==> src/inc/fafilt_pkg.sv <==
/*
 * Shared constants and types for the filter accelerator.
 * Assumes a single synchronous clock domain; nothing else.
 */
package fafilt_pkg;

	// ==========================================================
	// Widths
	localparam int DATA_W  = 24;
	localparam int ACC_W   = 48;
	localparam int TAPS    = 64;
	localparam int ADDR_W  = 6;
	localparam int BANK_W  = 2;
	localparam int CTRL_W  = 18;
	localparam int ACC_HI  = 46;
	localparam int ACC_LO  = 23;

	// ==========================================================
	// Control word field layout: seven fields, 18 bits in total.
	// [17:15] alu op, [14:13] source select, [12:11] shift,
	// [10] round, [9] accumulate clear, [8] hold, [7:0] threshold.
	localparam int F_ALU_HI = 17;
	localparam int F_ALU_LO = 15;
	localparam int F_SRC_HI = 14;
	localparam int F_SRC_LO = 13;
	localparam int F_SH_HI  = 12;
	localparam int F_SH_LO  = 11;
	localparam int F_RND    = 10;
	localparam int F_CLR    = 9;
	localparam int F_HOLD   = 8;
	localparam int F_THR_HI = 7;
	localparam int F_THR_LO = 0;
	localparam int THR_SH   = 16;

	// ==========================================================
	// Filter configuration.
	localparam logic [0:0] MODE_FIR64  = 1'h0;
	localparam logic [0:0] MODE_QUAD16 = 1'h1;
	localparam logic [ADDR_W-1:0] QUAD_LAST = 6'h0f;
	localparam logic [ADDR_W-1:0] FULL_LAST = 6'h3f;
	localparam logic [ADDR_W-1:0] ADDR_ZERO = 6'h00;

	typedef enum logic [2:0] {
		ALU_PASS = 3'b000,
		ALU_ADD  = 3'b001,
		ALU_SUB  = 3'b010,
		ALU_CMP  = 3'b011,
		ALU_THR  = 3'b100,
		ALU_ABS  = 3'b101,
		ALU_SQL  = 3'b110,
		ALU_SAT  = 3'b111
	} fafilt_alu_t;

	typedef enum logic [1:0] {
		ST_IDLE = 2'b00,
		ST_MAC  = 2'b01,
		ST_DONE = 2'b10
	} fafilt_state_t;

	typedef struct packed {
		logic [DATA_W-1:0] data;
		logic [BANK_W-1:0] bank;
	} fafilt_sample_t;

	typedef struct packed {
		logic [ADDR_W-1:0] addr;
		logic [DATA_W-1:0] data;
	} fafilt_coef_t;

endpackage

==> src/core/fafilt_numeric_datapath.sv <==
/*
 * Filter accelerator numeric datapath with sequencer.
 * Assumes a bus master writes samples and coefficients and reads results
 * on the same clock; all strobes are single-cycle and synchronous.
 */
`timescale 1ns/1ps
`default_nettype none

// How it works
// - Signed 24x24 MAC into 48-bit accumulator each cycle of a filter run.
// - ALU input is accumulator bits 46 down to 23.
// - Values are fractions, point after sign bit.
// - Every data value except accumulator and 48-bit product is 24 bits.
// - ALU: add, sub, compare, threshold, abs, squelch, saturate.
// - Seven-field 18-bit control word steers datapath.
// - Sample/coefficient RAMs, routing, shift, hold, rounding.
// - Sixty-four sample and coefficient pairs stored.
// - One 64-tap or four 16-tap filters.
// - One tap per clock during filtering.
module fafilt_numeric_datapath #(
	parameter int TAPS = fafilt_pkg::TAPS
) (
	// Clock, reset, enable
	input  wire logic                          sys_clk,
	input  wire logic                          reset,
	input  wire logic                          clk_en,
	// Configuration
	input  wire logic [fafilt_pkg::CTRL_W-1:0] ctrl_word,
	input  wire logic                          mode_quad,
	// Sample and coefficient writes
	input  wire logic                          sample_wr,
	input  wire fafilt_pkg::fafilt_sample_t    sample_in,
	input  wire logic                          coef_wr,
	input  wire fafilt_pkg::fafilt_coef_t      coef_in,
	// Result read
	input  wire logic                          result_rd,
	output logic [fafilt_pkg::DATA_W-1:0]      result_q,
	output logic                               result_ready_q,
	output logic                               busy_q
);

	localparam int DW = fafilt_pkg::DATA_W;
	localparam int AW = fafilt_pkg::ADDR_W;

	// ==========================================================
	// Storage
	logic signed [DW-1:0] smp_mem [TAPS];
	logic signed [DW-1:0] cof_mem [TAPS];

	fafilt_pkg::fafilt_state_t        state_q, state_d;
	logic [AW-1:0]                    base_q;
	logic [AW-1:0]                    head_q [4];
	logic [AW-1:0]                    tap_q;
	logic [AW-1:0]                    cnt_q;
	logic signed [fafilt_pkg::ACC_W-1:0] acc_q;
	logic signed [DW-1:0]             hold_q;
	logic [AW-1:0]                    last_w;
	logic [AW-1:0]                    wr_addr_w;
	logic [AW-1:0]                    len_mask_w;
	logic [fafilt_pkg::BANK_W-1:0]    bank_w;
	logic [AW-1:0]                    rd_addr_w;
	logic [AW-1:0]                    wr_addr_w_l;
	logic signed [2*DW-1:0]           prod_w;
	logic signed [DW-1:0]             mac_out_w;
	logic signed [DW-1:0]             shifted_w;
	logic signed [DW-1:0]             rounded_w;
	logic signed [DW-1:0]             alu_b_w;
	logic signed [DW-1:0]             alu_w;
	logic signed [DW-1:0]             thr_w;
	fafilt_pkg::fafilt_alu_t          op_w;
	logic [1:0]                       src_w;
	logic [1:0]                       sh_w;
	logic                             start_w;

	// ==========================================================
	// Field decode
	assign op_w  = fafilt_pkg::fafilt_alu_t'(ctrl_word[fafilt_pkg::F_ALU_HI:
		fafilt_pkg::F_ALU_LO]);
	assign src_w = ctrl_word[fafilt_pkg::F_SRC_HI:fafilt_pkg::F_SRC_LO];
	assign sh_w  = ctrl_word[fafilt_pkg::F_SH_HI:fafilt_pkg::F_SH_LO];
	assign thr_w = DW'({ctrl_word[fafilt_pkg::F_THR_HI:fafilt_pkg::F_THR_LO],
		16'h0000});

	// Quad mode splits the store into four 16-entry circular banks.
	assign bank_w     = (mode_quad == fafilt_pkg::MODE_QUAD16) ?
		sample_in.bank : 2'h0;
	assign last_w     = (mode_quad == fafilt_pkg::MODE_QUAD16) ?
		fafilt_pkg::QUAD_LAST : fafilt_pkg::FULL_LAST;
	assign len_mask_w = last_w;
	assign wr_addr_w  = (mode_quad == fafilt_pkg::MODE_QUAD16) ?
		{bank_w, head_q[bank_w][3:0]} : head_q[0];
	assign rd_addr_w  = base_q | ((wr_addr_w_l - tap_q) & len_mask_w);
	assign start_w    = sample_wr && state_q == fafilt_pkg::ST_IDLE;

	// Newest sample position of the filter being computed.
	assign wr_addr_w_l = (mode_quad == fafilt_pkg::MODE_QUAD16) ?
		{2'h0, head_q[base_q[5:4]][3:0] - 4'h1} : head_q[0] - 6'h01;

	// ==========================================================
	// Multiply, select, shift, round, ALU
	assign prod_w    = smp_mem[rd_addr_w] * cof_mem[tap_q | base_q];
	assign mac_out_w = acc_q[fafilt_pkg::ACC_HI:fafilt_pkg::ACC_LO];
	assign shifted_w = mac_out_w >>> sh_w;
	assign rounded_w = ctrl_word[fafilt_pkg::F_RND] && sh_w != 2'h0 ?
		shifted_w + DW'(mac_out_w[sh_w - 2'h1]) : shifted_w;
	assign alu_b_w   = (src_w == 2'h1) ? hold_q :
		(src_w == 2'h2) ? thr_w : DW'(0);

	// Saturating add keeps a fraction from wrapping past full scale.
	function automatic logic signed [DW-1:0] sat_add(
		input logic signed [DW-1:0] a, input logic signed [DW-1:0] b);
		logic signed [DW:0] s;
		s = {a[DW-1], a} + {b[DW-1], b};
		if (s[DW] != s[DW-1])
			sat_add = s[DW] ? {1'b1, {(DW-1){1'b0}}} : {1'b0, {(DW-1){1'b1}}};
		else
			sat_add = s[DW-1:0];
	endfunction

	always_comb begin
		case (op_w)
		fafilt_pkg::ALU_PASS: alu_w = rounded_w;
		fafilt_pkg::ALU_ADD:  alu_w = rounded_w + alu_b_w;
		fafilt_pkg::ALU_SUB:  alu_w = rounded_w - alu_b_w;
		fafilt_pkg::ALU_CMP:  alu_w = (rounded_w > alu_b_w) ? rounded_w : alu_b_w;
		fafilt_pkg::ALU_THR:  alu_w = (rounded_w >= thr_w) ?
			{1'b0, {(DW-1){1'b1}}} : DW'(0);
		fafilt_pkg::ALU_ABS:  alu_w = rounded_w[DW-1] ? -rounded_w : rounded_w;
		fafilt_pkg::ALU_SQL:  alu_w = ((rounded_w[DW-1] ? -rounded_w : rounded_w)
			< thr_w) ? DW'(0) : rounded_w;
		fafilt_pkg::ALU_SAT:  alu_w = sat_add(rounded_w, alu_b_w);
		default:              alu_w = rounded_w;
		endcase
	end

	// ==========================================================
	// Sequencer
	always_comb begin
		state_d = state_q;
		case (state_q)
		fafilt_pkg::ST_IDLE: begin
			if (start_w)
				state_d = fafilt_pkg::ST_MAC;
		end
		fafilt_pkg::ST_MAC: begin
			if (cnt_q == last_w)
				state_d = fafilt_pkg::ST_DONE;
		end
		fafilt_pkg::ST_DONE: state_d = fafilt_pkg::ST_IDLE;
		default:             state_d = fafilt_pkg::ST_IDLE;
		endcase
	end

	always_ff @(posedge sys_clk) begin
		if (reset) begin
			state_q        <= fafilt_pkg::ST_IDLE;
			base_q         <= fafilt_pkg::ADDR_ZERO;
			tap_q          <= fafilt_pkg::ADDR_ZERO;
			cnt_q          <= fafilt_pkg::ADDR_ZERO;
			acc_q          <= '0;
			hold_q         <= '0;
			result_q       <= '0;
			result_ready_q <= 1'b0;
			busy_q         <= 1'b0;
			for (int i = 0; i < 4; i++)
				head_q[i] <= fafilt_pkg::ADDR_ZERO;
		end else if (clk_en) begin
			state_q <= state_d;
			busy_q  <= state_d != fafilt_pkg::ST_IDLE;
			if (start_w) begin
				smp_mem[wr_addr_w] <= sample_in.data;
				head_q[bank_w]     <= head_q[bank_w] + 6'h01;
				base_q  <= (mode_quad == fafilt_pkg::MODE_QUAD16) ?
					{bank_w, 4'h0} : fafilt_pkg::ADDR_ZERO;
				tap_q   <= fafilt_pkg::ADDR_ZERO;
				cnt_q   <= fafilt_pkg::ADDR_ZERO;
				acc_q   <= '0;
			end
			if (state_q == fafilt_pkg::ST_MAC) begin
				acc_q <= ctrl_word[fafilt_pkg::F_CLR] && cnt_q == 6'h00 ?
					prod_w : acc_q + prod_w;
				tap_q <= tap_q + 6'h01;
				cnt_q <= cnt_q + 6'h01;
			end
			if (state_q == fafilt_pkg::ST_DONE) begin
				result_q <= alu_w;
				if (!ctrl_word[fafilt_pkg::F_HOLD])
					hold_q <= alu_w;
			end
			// Set wins over a read in the same cycle.
			if (state_q == fafilt_pkg::ST_DONE)
				result_ready_q <= 1'b1;
			else if (result_rd)
				result_ready_q <= 1'b0;
		end
		if (clk_en && coef_wr)
			cof_mem[coef_in.addr] <= coef_in.data;
	end

	// ==========================================================
	// Checks
	logic past_ok;
	always_ff @(posedge sys_clk)
		past_ok <= !reset;

	chk_ready_after_done: assert property (@(posedge sys_clk) disable iff (reset)
		clk_en && state_q == fafilt_pkg::ST_DONE |=> result_ready_q)
		else $error("result flag not raised after done");
	chk_mac_one_tap: assert property (@(posedge sys_clk) disable iff (reset)
		clk_en && state_q == fafilt_pkg::ST_MAC && cnt_q != last_w
		|=> cnt_q == $past(cnt_q) + 6'h01 || !$past(clk_en))
		else $error("tap count did not advance");
	chk_mac_acc: assert property (@(posedge sys_clk) disable iff (reset)
		clk_en && state_q == fafilt_pkg::ST_MAC && cnt_q != 6'h00
		|=> acc_q == $past(acc_q) + $past(prod_w))
		else $error("accumulator did not add product");
	chk_result_slice: assert property (@(posedge sys_clk) disable iff (reset)
		clk_en && state_q == fafilt_pkg::ST_DONE &&
		op_w == fafilt_pkg::ALU_PASS && sh_w == 2'h0
		|=> result_q == $past(mac_out_w))
		else $error("result is not the accumulator slice");
	chk_run_length: assert property (@(posedge sys_clk) disable iff (reset)
		state_q == fafilt_pkg::ST_MAC && mode_quad
		|-> cnt_q <= fafilt_pkg::QUAD_LAST)
		else $error("quad run too long");
	chk_abs_pos: assert property (@(posedge sys_clk) disable iff (reset)
		op_w == fafilt_pkg::ALU_ABS && rounded_w != {1'b1, 23'h000000}
		|-> !alu_w[23])
		else $error("absolute value negative");
	chk_ready_holds: assert property (@(posedge sys_clk) disable iff (reset)
		result_ready_q && !result_rd && state_q != fafilt_pkg::ST_DONE
		|=> result_ready_q)
		else $error("result flag dropped unread");
	chk_busy_start: assert property (@(posedge sys_clk) disable iff (reset)
		clk_en && start_w |=> busy_q ##1 (busy_q || !clk_en))
		else $error("busy not raised on sample");
	chk_frozen: assert property (@(posedge sys_clk) disable iff (reset)
		past_ok && !clk_en |=> $stable(state_q) && $stable(acc_q))
		else $error("state moved while disabled");

	cov_full_run: cover property (@(posedge sys_clk) disable iff (reset)
		start_w && !mode_quad ##[1:80] state_q == fafilt_pkg::ST_DONE);
	cov_quad_run: cover property (@(posedge sys_clk) disable iff (reset)
		start_w && mode_quad ##[1:30] state_q == fafilt_pkg::ST_DONE);
	cov_read: cover property (@(posedge sys_clk) disable iff (reset)
		result_ready_q && result_rd);

endmodule

`default_nettype wire

==> config.mk <==
export PLATFORM = sky130hd
export DESIGN_NAME = fafilt_numeric_datapath
export DESIGN_NICKNAME = d
export VERILOG_FILES = /design/src/inc/fafilt_pkg.sv /design/src/core/fafilt_numeric_datapath.sv
export SDC_FILE = /design/constraint.sdc
export NUM_CORES = 2
export LEC_CHECK = 0
export ABC_AREA = 1
export BUFFER_PORTS_ARGS = -buffer_cell sky130_fd_sc_hd__buf_4
export CORE_MARGIN = 1
export CORE_UTILIZATION = 39
export CTS_CLUSTER_SIZE = 8
export DETAILED_ROUTE_END_ITERATION = 6
export PLACE_DENSITY = 0.54
export SETUP_SLACK_MARGIN = 0.5
export SLEW_MARGIN = 20
export SYNTH_ARGS = -nofsm -noshare
export SYNTH_HDL_FRONTEND = slang
export SYNTH_SLANG_ARGS = --single-unit
==> constraint.sdc <==
create_clock -name sys_clk -period 20.7 [get_ports sys_clk]
set_input_delay 2.07 -clock sys_clk [delete_from_list [all_inputs] [get_ports sys_clk]]
set_output_delay 2.07 -clock sys_clk [all_outputs]
set_load 0.1 [all_outputs]
==> impl_metrics.json <==
{
  "synth_nets": 14600,
  "cts_buffers": 443,
  "drive_above_1_share": 0.0845,
  "start_kind": "input port",
  "firstDrtPassIters": 6,
  "grt_max_degree": 165,
  "gp_congestion": 0.892,
  "postRouteAntennaNets": 0,
  "worst_pin_slew_ns": 1.17,
  "run_status": "completed",
  "portBuffers": 106,
  "overflow": 0,
  "synthFlopType": "edfxtp_1",
  "drv_slew": 0,
  "syn_avg_cell_area_um2": 11.4,
  "synthCells": 13700,
  "drt_iter0_markers": 11100,
  "ys_seq_area_frac": 0.611,
  "fin_nets": 14600,
  "seq_area_um2": 95300,
  "cts_resized": 0,
  "fin_crit_ns": 15.95,
  "synth-async-reset-ratio": 0,
  "dieArea_um2": 402000,
  "cp_slowest_cell": "buf_4",
  "post-synth-top-count-cell": "edfxtp_1",
  "cpMostUsedCell": "nand2_1",
  "antenna_found_initial": 30,
  "synth_common_cells": "edfxtp_1 (3096), nand2_1 (2286), nor2_1 (1438), a21oi_1 (1170), inv_1 (1068)",
  "vias": 108000,
  "grt_pass1_wl_um": 717000,
  "grt_pass1_vias": 105000,
  "start_util": 0.393,
  "setup_violations": 0,
  "clock_latency_ns": 1.02,
  "clk_root_buffer_cell": "clkbuf_16",
  "cts_tree": "yes",
  "finalCritPeriodShare": 0.771,
  "required_ns": 21.58,
  "crit_family": "adder cells",
  "ys_top_cells_by_area": "edfxtp_1 (60%), fa_1 (7.7%), nand2_1 (5.5%)",
  "ys_seq_elements": 3211,
  "rrSetupSlack_ns": 4.90,
  "syn_to_final_growth_pct": 12.4,
  "synth.top_cell.area_share": 0.596,
  "tns_ns": 0,
  "die_h_um": 634,
  "cap_violations": 0,
  "htree_levels": 5,
  "yosysUniqueCellTypes": 64,
  "clkTransAtPathRegs_ns": 0.05,
  "clock_path_buffers": 4,
  "n_fill_cell": 36500,
  "die_w_um": 634,
  "cts_hold_buf": 0,
  "worst_setup_path_end_kind": "flop",
  "clock-sinks": 3211,
  "syn_area_um2": 156000,
  "finalHoldViolCount": 0,
  "row_count": 231,
  "dp_hpwl_um": 295000,
  "hold_class": "flop to flop",
  "ys_warn_count": 0,
  "arrival_ns": 16.83,
  "drcViolationCount": 0,
  "post_drt_via_cell_ratio": 5.68,
  "critPathBufInv": 12,
  "routed_wl_um": 490000,
  "top_level_ports": 107,
  "core_um2": 397000,
  "wl_per_cell_um": 25.8,
  "post_cts_buffers": 0,
  "max_slew_margin": 0.216,
  "fin_skew_ns": 0.112,
  "grt_util_all_layers": 0.240,
  "synth_edf_count": 3096,
  "critPathKind": "input port to flop",
  "cp_max_fo": 52,
  "synth_top_area_cell": "edfxtp_1",
  "rsz0062_at_grt": "no",
  "fmax_ghz": 0.0627,
  "cpPeakStageDelay_ns": 0.82,
  "multiInputGateArea_um2": 53900
}
cells by family after synthesis:
kind of cell | synth area share
AND/OR/NAND/NOR | 0.107
AO/OA/AOI/OAI | 0.130
flip-flops | 0.611
buffers and inverters | 0.0474
adder cells (fa/ha/maj) | 0.0981
XOR/XNOR | 0.00618
multiplexers | 0.000152
flip-flops by register name, indices dropped and copies added, names as in the netlist, 2 cells and up, named ones only:
register	count
acc_q	47
tap_q	6
cnt_q	6
cof_mem	1536
state_q	2
base_q	2
smp_mem	1536
hold_q	24
head_q	24
result_q	24
layer usage:
metal,share of wire,GRT usage,vias up
met2,0.46,0.383,4130
met1,0.44,0.341,54600
met4,0.030,0.0719,8
li1,-,-,48300
met3,0.071,0.0318,738
met5,0.00011,0,-
per-stage QoR:
stage	instances	hold WS [ns]	utilization	worst slack [ns]	instance area (µm²)
after floorplan	13700	0.436	-	8.02	156000
after global routing	19000	0.495	0.442	4.00	175000
final	19000	0.464	0.442	4.75	175000
after CTS	19000	0.465	0.441	5.09	175000
after detailed placement	18500	0.456	0.411	4.09	163000
after global placement	18400	0.447	0.410	4.08	163000
worst register-to-register path: cells and delay by family (launching register included):
kind | cells | cell delay [ns]
AO/OA/AOI/OAI | 12 | 3.18
XOR/XNOR | 2 | 0.46
adder cells (fa/ha/maj) | 11 | 4.77
buffers and inverters | 10 | 3.39
flip-flops | 1 | 0.58
multiplexers | 1 | 0.29
AND/OR/NAND/NOR | 18 | 3.09
layout by cell type (no fill, tap or decap), types with 17 or more instances in the layout:
master,Yosys,routed
edfxtp_1,3096,3096
nand2_1,2286,2285
nor2_1,1438,1303
a21oi_1,1170,1170
inv_1,1068,1058
o21ai_0,1028,1028
fa_1,603,602
clkbuf_16,0,448
buf_4,3,346
ha_1,257,256
nand3_1,222,222
o221ai_1,187,187
o22ai_1,186,186
o211ai_1,152,152
a22oi_1,148,148
o311ai_0,118,117
a221oi_1,117,117
dfxtp_1,115,111
a32o_1,96,96
nor2_2,9,92
xor2_1,69,68
or2_2,66,66
nand4_1,64,64
nor2_4,4,56
o2111ai_1,41,41
xnor2_1,41,40
nor3_1,40,39
o31ai_1,34,34
a31oi_1,29,29
clkbuf_1,625,27
inv_2,16,22
buf_12,0,22
nand2_2,17,18
buf_16,0,17
final timing paths:
path	start	endpoint	cells past startpoint
hold / removal	cnt_q[5]	cnt_q[5]	2
setup / recovery	mode_quad	acc_q[38]	52
setup reg to reg	flop	acc_q[38]	54
hold reg to reg	cnt_q[5]	cnt_q[5]	2
cell type report:
class,instances,area share
flip-flops and latches,3211,0.544
repair buffers,385,0.0200
multi-input cells,8525,0.307
well taps,5242,0.0374
diodes,10,0.000143
clock inverters,28,0.00277
clock buffers,479,0.0648
inverters,1101,0.0238
Power is left out: the tool's default activity adds up to more than one toggle a clock period on the data nets, which glitch-free logic cannot reach.
